[config.mk]
export PLATFORM = sky130hd
export DESIGN_NAME = pmicw_top
export DESIGN_NICKNAME = d
export VERILOG_FILES = /design/src/verilog/pmicw_debounce.v /design/src/verilog/pmicw_top.v
export VERILOG_INCLUDE_DIRS = /design/src /design/src/pkg
export SDC_FILE = /design/constraint.sdc
export NUM_CORES = 1
export LEC_CHECK = 0
export BUFFER_PORTS_ARGS = -buffer_cell sky130_fd_sc_hd__clkbuf_2
export CAP_MARGIN = 20
export CORE_ASPECT_RATIO = 1.4
export CORE_MARGIN = 5
export CORE_UTILIZATION = 35
export DETAILED_ROUTE_END_ITERATION = 16
export PLACE_DENSITY = 0.57
export SLEW_MARGIN = 20
export SYNTH_ARGS = -nofsm -noshare
export SYNTH_HDL_FRONTEND = slang
export SYNTH_SLANG_ARGS = --single-unit
[constraint.sdc]
create_clock -name i_ref_clk -period 45.1 [get_ports i_ref_clk]
set_input_delay 4.51 -clock i_ref_clk [delete_from_list [all_inputs] [get_ports i_ref_clk]]
set_output_delay 4.51 -clock i_ref_clk [all_outputs]
set_load 0.005 [all_outputs]
[src/pkg/pmicw_defines.vh]
// register map, field positions, reset values and timing constants of the interrupt block
`ifndef PMICW_DEFINES_VH
`define PMICW_DEFINES_VH

// ==========================================================
// register offsets (word port behind the serial interface)
`define PMICW_AW 15
`define PMICW_DW 16
`define PMICW_A_EN_LO 15'h0160
`define PMICW_A_EN_HI 15'h0166
`define PMICW_A_ST_LO 15'h0172
`define PMICW_A_ST_HI 15'h0174
`define PMICW_A_CTRL 15'h0178
`define PMICW_A_KICK 15'h017A
`define PMICW_A_LEVEL 15'h017C
`define PMICW_A_BATH_THR 15'h017E
`define PMICW_A_BATL_THR 15'h0180

// ==========================================================
// status and enable bits, low word
`define PMICW_B_SPK_AB 0
`define PMICW_B_SPK 1
`define PMICW_B_BAT_L 2
`define PMICW_B_BAT_H 3
`define PMICW_B_WDT 4
`define PMICW_B_POWER_KEY 5
`define PMICW_B_TEMP_RECOVERED_EVENT 6
`define PMICW_B_OVER_TEMP_EVENT 7
`define PMICW_B_VBATON 8
`define PMICW_B_BVALID 9
`define PMICW_B_CHARGER_PRESENT_EVENT 10
`define PMICW_B_OV 11
// high word
`define PMICW_B_LDO 0
`define PMICW_B_CHGKEY 1
`define PMICW_B_ACCDET 2
`define PMICW_B_AUDIO 3
`define PMICW_B_RTC 4
`define PMICW_B_CORE 5
`define PMICW_B_SYS 6
`define PMICW_B_PA 7
`define PMICW_ST_LO_MASK 16'h0FFF
`define PMICW_ST_HI_MASK 16'h00FF

// ==========================================================
// control register fields
`define PMICW_C_CHG_EN 0
`define PMICW_C_GEAR_LO 1
`define PMICW_C_GEAR_HI 2
`define PMICW_C_LDO_LO 3
`define PMICW_C_LDO_HI 4
`define PMICW_C_BUS_LO 5
`define PMICW_C_BUS_HI 6
`define PMICW_C_PWR_REL 7
`define PMICW_C_CHG_REL 8
`define PMICW_C_WAKE_EN 9
`define PMICW_CTRL_MASK 16'h03FF
`define PMICW_CTRL_RST 16'h0380
`define PMICW_EN_RST 16'h0000
`define PMICW_BATH_RST 15'h7FFF
`define PMICW_BATL_RST 15'h0000
`define PMICW_PIN_IDLE 17'h04000

// ==========================================================
// timing
`define PMICW_CLK_KHZ 40000
`define PMICW_KEY_DEB_MS 50
`define PMICW_OV_DEG_NS 4000
`define PMICW_BUCK_DEB_NS 2000
`define PMICW_DEB_UNIT_US 100
`define PMICW_WDT_BASE_S 4
`define PMICW_NS_PER_MS 1000000

`endif

[src/verilog/pmicw_debounce.v]
// level debouncer: output follows input once it has held for a programmed count
`timescale 1ns/1ps
`default_nettype none

module pmicw_debounce (
  input wire i_ref_clk, // system clock
  input wire i_rst, // async reset, active high
  input wire i_level, // synchronised raw level
  input wire [31:0] i_limit, // cycles of stability needed, 0 passes next cycle
  output wire o_level // debounced level
);

  reg lvl_q;
  reg [31:0] cnt_q;

  // ==========================================================
  // stability counter
  // any return to the old level restarts the count, so short glitches vanish
  always @(posedge i_ref_clk or posedge i_rst) begin
    if (i_rst) begin
      lvl_q <= 1'b0;
      cnt_q <= 32'h0;
    end else if (i_level == lvl_q) begin
      cnt_q <= 32'h0;
    end else if (cnt_q + 32'h1 >= i_limit) begin
      lvl_q <= i_level;
      cnt_q <= 32'h0;
    end else begin
      cnt_q <= cnt_q + 32'h1;
    end
  end

  assign o_level = lvl_q;

endmodule

`default_nettype wire

[src/verilog/pmicw_top.v]
// interrupt aggregation and charger watchdog of the power-management chip
`timescale 1ns/1ps
`default_nettype none
`include "pmicw_defines.vh"

module pmicw_top #(
  parameter [31:0] P_KEY_DEB_CYC = `PMICW_KEY_DEB_MS * `PMICW_CLK_KHZ, // 50 ms
  parameter [31:0] P_DEB_UNIT_CYC = `PMICW_DEB_UNIT_US * `PMICW_CLK_KHZ / 1000, // 100 us
  parameter [31:0] P_WDT_BASE_CYC = `PMICW_WDT_BASE_S * `PMICW_CLK_KHZ * 1000 // 4 s
) (
  input wire i_ref_clk, // 40 MHz always-on clock
  input wire i_rst, // async reset, active high
  input wire i_reg_wr, // register write strobe
  input wire i_reg_rd, // register read strobe
  input wire [`PMICW_AW-1:0] i_reg_addr, // register offset
  input wire [`PMICW_DW-1:0] i_reg_wdata, // write data
  output wire [`PMICW_DW-1:0] o_reg_rdata, // read data, valid the cycle after i_reg_rd
  input wire [14:0] i_vbat_code, // battery voltage code from the converter
  input wire i_power_key, // power key pin, high while pressed
  input wire i_charge_key, // charge key pin, high while pressed
  input wire i_temp_hot, // die above 125 C comparator
  input wire i_temp_cool, // die below 110 C comparator
  input wire i_charger_present, // charger detect comparator
  input wire i_charger_ov, // charger over-voltage comparator
  input wire i_bus_valid, // bus-valid detect, high active
  input wire i_battery_absent, // battery not detected, high active
  input wire i_spk_oc, // speaker over-current, high active
  input wire i_spk_ab_oc, // speaker class-ab over-current, high active
  input wire i_pa_buck_oc, // pa buck over-current
  input wire i_sys_buck_oc, // system buck over-current
  input wire i_core_buck_oc, // core buck over-current
  input wire i_regulator_oc, // or of all ldo over-current flags
  input wire i_rtc_irq_n, // calendar interrupt and alarm, active low
  input wire i_audio_irq, // audio status interrupt, high active
  input wire i_accdet_irq, // accessory detect interrupt, high active
  output wire o_int, // interrupt to host, active high
  output wire o_charge_enable, // charging permitted
  output wire o_host_wake // wake request to host
);

  localparam [31:0] L_OV_CYC =
    (`PMICW_OV_DEG_NS * `PMICW_CLK_KHZ + `PMICW_NS_PER_MS - 1) / `PMICW_NS_PER_MS;
  localparam [31:0] L_BUCK_CYC =
    (`PMICW_BUCK_DEB_NS * `PMICW_CLK_KHZ + `PMICW_NS_PER_MS - 1) / `PMICW_NS_PER_MS;
  localparam NPIN = 17;
  localparam NDB = 12;
  // debouncer slots
  localparam D_PWR = 0;
  localparam D_CHGK = 1;
  localparam D_HOT = 2;
  localparam D_COOL = 3;
  localparam D_CHR = 4;
  localparam D_OV = 5;
  localparam D_BVAL = 6;
  localparam D_VBAT = 7;
  localparam D_PA = 8;
  localparam D_SYS = 9;
  localparam D_CORE = 10;
  localparam D_LDO = 11;

  // ==========================================================
  // helpers
  // selectable debounce length: unit scaled by 1/2/4/8, or 0/1/2/4 when zero_first
  function [31:0] deb_len;
    input [31:0] unit;
    input [1:0] sel;
    input zero_first;
    begin
      if (zero_first && sel == 2'h0) begin
        deb_len = 32'h0;
      end else if (zero_first) begin
        deb_len = unit << (sel - 2'h1);
      end else begin
        deb_len = unit << sel;
      end
    end
  endfunction

  // write-one-to-clear with set taking priority
  function [15:0] w1c;
    input [15:0] cur;
    input [15:0] set;
    input clr_en;
    input [15:0] clr;
    begin
      w1c = (cur & ~(clr_en ? clr : 16'h0000)) | set;
    end
  endfunction

  // ==========================================================
  // registers
  reg [15:0] en_lo_q;
  reg [15:0] en_hi_q;
  reg [15:0] st_lo_q;
  reg [15:0] st_hi_q;
  reg [15:0] ctrl_q;
  reg [14:0] bath_thr_q;
  reg [14:0] batl_thr_q;
  reg [15:0] rdata_q;
  reg [NPIN-1:0] meta_q;
  reg [NPIN-1:0] sync_q;
  reg [NDB-1:0] deb_prev_q;
  reg [31:0] wdt_cnt_q;
  reg wdt_exp_q;

  wire [NPIN-1:0] pins_raw;
  wire [NDB-1:0] deb_in;
  wire [NDB-1:0] deb;
  wire [NDB-1:0] rise;
  wire [NDB-1:0] fall;
  wire [31:0] ldo_len;
  wire [31:0] bus_len;
  wire [31:0] wdt_lim;
  wire wr_en_lo;
  wire wr_en_hi;
  wire wr_st_lo;
  wire wr_st_hi;
  wire wr_ctrl;
  wire wr_kick;
  wire wr_bath;
  wire wr_batl;
  wire chg_en;
  wire [15:0] ev_lo;
  wire [15:0] ev_hi;
  wire [15:0] level_word;
  reg [15:0] rd_mux;

  // ==========================================================
  // pin synchronisers
  assign pins_raw = {i_accdet_irq, i_audio_irq, i_rtc_irq_n, i_spk_oc,
                     i_spk_ab_oc, i_regulator_oc, i_core_buck_oc, i_sys_buck_oc,
                     i_pa_buck_oc, i_battery_absent, i_bus_valid, i_charger_ov,
                     i_charger_present, i_temp_cool, i_temp_hot, i_charge_key,
                     i_power_key};

  always @(posedge i_ref_clk or posedge i_rst) begin
    if (i_rst) begin
      // calendar pin idles high in both stages, else a false alarm follows reset
      meta_q <= `PMICW_PIN_IDLE;
      sync_q <= `PMICW_PIN_IDLE;
    end else begin
      meta_q <= pins_raw;
      sync_q <= meta_q;
    end
  end

  // ==========================================================
  // debouncers
  // the first twelve synced pins feed the debouncers in slot order
  assign deb_in = sync_q[NDB-1:0];
  assign ldo_len = deb_len(P_DEB_UNIT_CYC, ctrl_q[`PMICW_C_LDO_HI:`PMICW_C_LDO_LO], 1'b0);
  assign bus_len = deb_len(P_DEB_UNIT_CYC, ctrl_q[`PMICW_C_BUS_HI:`PMICW_C_BUS_LO], 1'b1);

  genvar gi;
  generate
    for (gi = 0; gi < NDB; gi = gi + 1) begin : g_deb
      wire [31:0] lim;
      assign lim = (gi == D_OV) ? L_OV_CYC :
                   (gi == D_BVAL || gi == D_VBAT) ? bus_len :
                   (gi == D_PA || gi == D_SYS || gi == D_CORE) ? L_BUCK_CYC :
                   (gi == D_LDO) ? ldo_len : P_KEY_DEB_CYC;
      pmicw_debounce u_deb (
        .i_ref_clk(i_ref_clk),
        .i_rst(i_rst),
        .i_level(deb_in[gi]),
        .i_limit(lim),
        .o_level(deb[gi])
      );
    end
  endgenerate

  always @(posedge i_ref_clk or posedge i_rst) begin
    if (i_rst) begin
      deb_prev_q <= {NDB{1'b0}};
    end else begin
      deb_prev_q <= deb;
    end
  end

  assign rise = deb & ~deb_prev_q;
  assign fall = ~deb & deb_prev_q;

  // ==========================================================
  // register decode
  assign wr_en_lo = i_reg_wr && i_reg_addr == `PMICW_A_EN_LO;
  assign wr_en_hi = i_reg_wr && i_reg_addr == `PMICW_A_EN_HI;
  assign wr_st_lo = i_reg_wr && i_reg_addr == `PMICW_A_ST_LO;
  assign wr_st_hi = i_reg_wr && i_reg_addr == `PMICW_A_ST_HI;
  assign wr_ctrl = i_reg_wr && i_reg_addr == `PMICW_A_CTRL;
  assign wr_kick = i_reg_wr && i_reg_addr == `PMICW_A_KICK;
  assign wr_bath = i_reg_wr && i_reg_addr == `PMICW_A_BATH_THR;
  assign wr_batl = i_reg_wr && i_reg_addr == `PMICW_A_BATL_THR;
  assign chg_en = ctrl_q[`PMICW_C_CHG_EN];

  always @(posedge i_ref_clk or posedge i_rst) begin
    if (i_rst) begin
      en_lo_q <= `PMICW_EN_RST;
      en_hi_q <= `PMICW_EN_RST;
      ctrl_q <= `PMICW_CTRL_RST;
      bath_thr_q <= `PMICW_BATH_RST;
      batl_thr_q <= `PMICW_BATL_RST;
    end else begin
      if (wr_en_lo) begin
        en_lo_q <= i_reg_wdata;
      end
      if (wr_en_hi) begin
        en_hi_q <= i_reg_wdata;
      end
      if (wr_ctrl) begin
        ctrl_q <= i_reg_wdata & `PMICW_CTRL_MASK;
      end
      if (wr_bath) begin
        bath_thr_q <= i_reg_wdata[14:0];
      end
      if (wr_batl) begin
        batl_thr_q <= i_reg_wdata[14:0];
      end
    end
  end

  // ==========================================================
  // charger watchdog
  assign wdt_lim = P_WDT_BASE_CYC << ctrl_q[`PMICW_C_GEAR_HI:`PMICW_C_GEAR_LO];

  // a kick also lifts a past expiry, so software can resume charging
  always @(posedge i_ref_clk or posedge i_rst) begin
    if (i_rst) begin
      wdt_cnt_q <= 32'h0;
      wdt_exp_q <= 1'b0;
    end else if (!chg_en || wr_kick) begin
      wdt_cnt_q <= 32'h0;
      wdt_exp_q <= 1'b0;
    end else if (!wdt_exp_q) begin
      if (wdt_cnt_q + 32'h1 >= wdt_lim) begin
        wdt_exp_q <= 1'b1;
      end else begin
        wdt_cnt_q <= wdt_cnt_q + 32'h1;
      end
    end
  end

  assign o_charge_enable = deb[D_CHR] & chg_en & ~wdt_exp_q;

  // ==========================================================
  // event sources
  assign ev_lo[`PMICW_B_SPK_AB] = sync_q[12];
  assign ev_lo[`PMICW_B_SPK] = sync_q[13];
  assign ev_lo[`PMICW_B_BAT_L] = i_vbat_code < batl_thr_q;
  assign ev_lo[`PMICW_B_BAT_H] = i_vbat_code > bath_thr_q;
  assign ev_lo[`PMICW_B_WDT] = wdt_exp_q;
  assign ev_lo[`PMICW_B_POWER_KEY] = rise[D_PWR] |
                                  (fall[D_PWR] & ctrl_q[`PMICW_C_PWR_REL]);
  assign ev_lo[`PMICW_B_TEMP_RECOVERED_EVENT] = rise[D_COOL];
  assign ev_lo[`PMICW_B_OVER_TEMP_EVENT] = rise[D_HOT];
  assign ev_lo[`PMICW_B_VBATON] = deb[D_VBAT];
  assign ev_lo[`PMICW_B_BVALID] = deb[D_BVAL];
  assign ev_lo[`PMICW_B_CHARGER_PRESENT_EVENT] = rise[D_CHR] | fall[D_CHR];
  assign ev_lo[`PMICW_B_OV] = rise[D_OV];
  assign ev_lo[15:12] = 4'h0;

  assign ev_hi[`PMICW_B_LDO] = deb[D_LDO];
  assign ev_hi[`PMICW_B_CHGKEY] = rise[D_CHGK] |
                                  (fall[D_CHGK] & ctrl_q[`PMICW_C_CHG_REL]);
  assign ev_hi[`PMICW_B_ACCDET] = sync_q[16];
  assign ev_hi[`PMICW_B_AUDIO] = sync_q[15];
  assign ev_hi[`PMICW_B_RTC] = ~sync_q[14];
  assign ev_hi[`PMICW_B_CORE] = deb[D_CORE];
  assign ev_hi[`PMICW_B_SYS] = deb[D_SYS];
  assign ev_hi[`PMICW_B_PA] = deb[D_PA];
  assign ev_hi[15:8] = 8'h00;

  // ==========================================================
  // sticky status
  // a source only latches while its enable is set; level sources re-set
  // every cycle they stay active, so a clear cannot hide a live condition
  always @(posedge i_ref_clk or posedge i_rst) begin
    if (i_rst) begin
      st_lo_q <= 16'h0000;
      st_hi_q <= 16'h0000;
    end else begin
      st_lo_q <= w1c(st_lo_q, ev_lo & en_lo_q & `PMICW_ST_LO_MASK,
                     wr_st_lo, i_reg_wdata);
      st_hi_q <= w1c(st_hi_q, ev_hi & en_hi_q & `PMICW_ST_HI_MASK,
                     wr_st_hi, i_reg_wdata);
    end
  end

  assign o_int = |(st_lo_q & en_lo_q) | |(st_hi_q & en_hi_q);

  // alarm level wakes the host from the synchronised pin, two cycles late, even with status masked
  assign o_host_wake = ~sync_q[14] & ctrl_q[`PMICW_C_WAKE_EN];

  // ==========================================================
  // read path
  assign level_word = {11'h000, wdt_exp_q, o_charge_enable, deb[D_CHR],
                       deb[D_CHGK], deb[D_PWR]};

  always @* begin
    case (i_reg_addr)
      `PMICW_A_EN_LO: rd_mux = en_lo_q;
      `PMICW_A_EN_HI: rd_mux = en_hi_q;
      `PMICW_A_ST_LO: rd_mux = st_lo_q;
      `PMICW_A_ST_HI: rd_mux = st_hi_q;
      `PMICW_A_CTRL: rd_mux = ctrl_q;
      `PMICW_A_LEVEL: rd_mux = level_word;
      `PMICW_A_BATH_THR: rd_mux = {1'b0, bath_thr_q};
      `PMICW_A_BATL_THR: rd_mux = {1'b0, batl_thr_q};
      default: rd_mux = 16'h0000;
    endcase
  end

  always @(posedge i_ref_clk or posedge i_rst) begin
    if (i_rst) begin
      rdata_q <= 16'h0000;
    end else if (i_reg_rd) begin
      rdata_q <= rd_mux;
    end
  end

  assign o_reg_rdata = rdata_q;

endmodule

`default_nettype wire

==> results.md <==
- TritonCTS built the clock tree.
- Of the available clock period, the critical path in the final layout requires 17.7%.
- The required time of the critical path is 45.74 ns.
- The total negative slack for setup checks is 0 ns.
- The warning count from the yosys run is 0.
- The final hold violation count is 0.
- Counting the buffers created by CTS gives 60.
- The number of pins exceeding their max-slew limit in the final report is 0.
- The width of the die is 257 µm.
- After clock tree synthesis, the repair step resized 0 gates.
- The worst path in the final design needs a cycle of 7.98 ns, including I/O delays and setup.
- For this design the static power due to leakage is 14.5 nW.
- Counting the fill cells in the layout gives 8,208.
- Averaged over all synthesized cells, the footprint is 10.2 µm².
- The post-synthesis cell area is 0.0300 mm².
- In this run the count of I/O pins placed on the die edge is 86.
- Using the TritonRoute via totals, the vias-per-cell ratio works out to 5.17.
- The total number of nets in the final design is 3,394.
- The via count of the first global-routing pass is 22,500.
- The fraction of final layout cells with drive strength greater than 1 is 10.8%.
- The startpoint of the worst hold path is meta_q[15].
- On the final layout, the worst hold slack is 0.346 ns.
- The total overflow left after global routing is 0.
- STA classifies the critical path endpoint as an async pin.
- In the final routed layout, each cell accounts on average for 16.4 µm.
- In this run the critical register-to-register path is captured at wdt_cnt_q[9].
- Headroom to the max-slew limit came out at 27.4%.
- The post-CTS setup-driven buffer insertion count is 0.
- The most used flip-flop cell after synthesis is dfrtp_1.
- Setup repair after global routing left no endpoint under its margin.
- The count of hold-fix buffers inserted at cts is 0.
- From synthesis to final layout, the design area changed by 15.2%.
- The count of H-tree levels built during CTS is 2.
- The number of antenna-violating nets in the routed design is 0.
- Sequential cells were found to cover 49.3% of the synthesized design area.
- The last element of the critical path is en_lo_q[7].
- The tree built by TritonCTS fans out to 589 sinks.
- Data arrives at the worst endpoint at 8.63 ns.
- The maximum frequency from static timing analysis is 125 MHz.
- In this run the power density over the cells is 32.7 mW/mm².
- The number of vias in the routed layout is 22,600.
- Along the worst path, the maximum fanout reaches 122.
- The kind of launch point of the worst setup path is a primary input.
- The max-capacitance violation count is 0.
- After synthesis the netlist holds a flip-flop and latch count of 589.
- Setup violations remaining at the end of the flow were counted as 0.
- The number of library cell types mapped by synthesis is 88.
- In this run the deepest clock path goes through 3 buffers.
- The library cell used most frequently in the layout, excluding fill and tap cells, is dfrtp_1.
- The design draws 1.13 mW.
- The initial core utilization is 35.1%.
- The slew at the pin with the worst max-slew slack is 1.09 ns.
- In the layout the commonest cells are dfrtp_1 (569), nor2_1 (266), nand2_1 (218).
- The congestion estimate from routability-driven global placement came to 0.833.
- The height of the die is 356 µm.
- The critical path starts at i_rst.
- Synthesis handed over a netlist of 2,945 instances.
- VDD sags by at most 0.0000283 V.
- The post-synthesis async set-or-reset flop share is 100%.
- At the later pin of the worst-skew pair, clock insertion delay measures 0.64 ns.
- The number of input and output port buffers inserted is 85.
- The all-layer global routing usage is 15.6%.
- The reg-to-reg critical path startpoint is wdt_cnt_q[6].
- Detailed placement ended at an HPWL of 51,700 µm.
- The number of antenna violations at the first check in global routing was 9.
- The flow ran to the end, and the final reports show no timing, DRC or antenna violations.
- The total die area is 0.0917 mm².
- The number of synthesized flops with an enable pin is 0.
- In this run the core area contains 127 standard-cell rows.
- The worst hold path belongs to the class reg2reg.
- Clock tree synthesis selected as its root buffer the cell clkbuf_16.
- The post-placement cell area is 0.0324 mm².
- Wires add up to 71,800 µm.
- Counting cells, the worst reg-to-reg path comes to 18.
- The clock transition at the registers of the reported paths is 0.06 ns.
- In the routed design, unresolved DRC markers number 0.
- The setup check on the worst reg-to-reg path leaves a slack of 40.44 ns.
- The worst setup path is of the in2async kind.
- The area of the core region is 0.0853 mm².
- The final standard cell area without fillers is 0.0345 mm².
- The first detailed-routing pass took 6 iterations.
- The global-route wire length before repair is 119,000 µm.
- On the final layout, the worst clock skew is 0.0183 ns.
- The detailed router finished its first iteration with 1,296 violations.
- The pin count of the biggest net entering global routing is 123.
## synthesized netlist by cell type, drive strengths merged, types with 76 or more instances
cell	instances	area share, %
nand3	172	2.9
inv	113	1.4
xor2	110	3.2
ha	99	4.1
clkbuf	76	0.95
and3	77	1.6
nor2	266	3.3
nor3	84	1.4
dfrtp	569	48
nand2	219	2.8
nand4	118	2.5
xnor2	122	3.6
mux2	97	3.6
## sequential cells by signal, indices dropped and copies added, names as in the netlist
| register | flops |
|---|---|
| g_deb.u_deb.cnt_q | 384 |
| en_hi_q | 16 |
| wdt_cnt_q | 32 |
| bath_thr_q | 15 |
| o_reg_rdata | 16 |
| wdt_exp_q | 1 |
| g_deb.u_deb.o_level | 12 |
| batl_thr_q | 15 |
| st_hi_q | 16 |
| sync_q | 17 |
| deb_prev_q | 6 |
| en_lo_q | 16 |
| st_lo_q | 16 |
| ctrl_q | 10 |
| meta_q | 17 |
## metrics by stage
step           setup WS (ns)  util, %  instances
2_1_floorplan          24.14        -       3149
3_3_place_gp           36.21     37.9       4262
3_5_place_dp           36.17     37.9       4262
4_1_cts                36.85     40.5       4374
5_1_grt                36.24     40.5       4375
6_report               37.12     40.5       4379
## worst min-delay path by stage
stage,end,cells after the start,slack (ns)
after detailed placement,sync_q[15],0,0.34
after floorplan,sync_q[0],0,0.33
final,sync_q[15],0,0.35
after global routing,sync_q[5],0,0.35
after global placement,sync_q[4],0,0.33
after CTS,sync_q[4],0,0.34
## worst max-delay path, cell delays in order
cell      delay, ns
clkbuf_2       0.12
inv_8          0.57
buf_4          0.72
buf_4          0.82
buf_4          0.87
buf_4          0.79
## per-layer routing
layer	track usage (%)	up-vias	share of wire, %
met2	26.9	391	48
met4	5.12	8	3.2
met1	19.5	11000	43
met5	0	-	0.065
met3	3.48	144	5.5
li1	-	11100	-
## layout make-up
| class | count | area [µm²] | share of cell area, % |
|---|---|---|---|
| multi-input combinational | 2359 | 15200 | 44.1 |
| sequential | 589 | 14800 | 42.7 |
| clock buffer | 86 | 1740 | 5.04 |
| tap | 1096 | 1370 | 3.97 |
| timing repair buffer | 105 | 576 | 1.67 |
| inverter | 113 | 432 | 1.25 |
| clock inverter | 26 | 404 | 1.17 |
| antenna | 5 | 12.5 | 0.0362 |
## logic make-up (layout without fill, tap and decap cells)
group / count (synthesis) / in the layout / share of synthesized area, %
compound gates: 450 / 450 / 10.6
xor+xnor: 232 / 232 / 6.78
fa+ha+maj: 99 / 99 / 4.13
buf+inv: 201 / 330 / 2.62
flops: 589 / 589 / 49.3
mux: 118 / 118 / 4.35
other cells: 1 / 210 / 0.0125
simple gates: 1255 / 1255 / 22.3
## report_power, final
group / total [mW] / internal [mW] / switching, mW
registers: 0.552 / 0.541 / 0.0117
logic: 0.0381 / 0.0132 / 0.0249
clock network: 0.538 / 0.325 / 0.213
(Power assumes the default switching activity.)
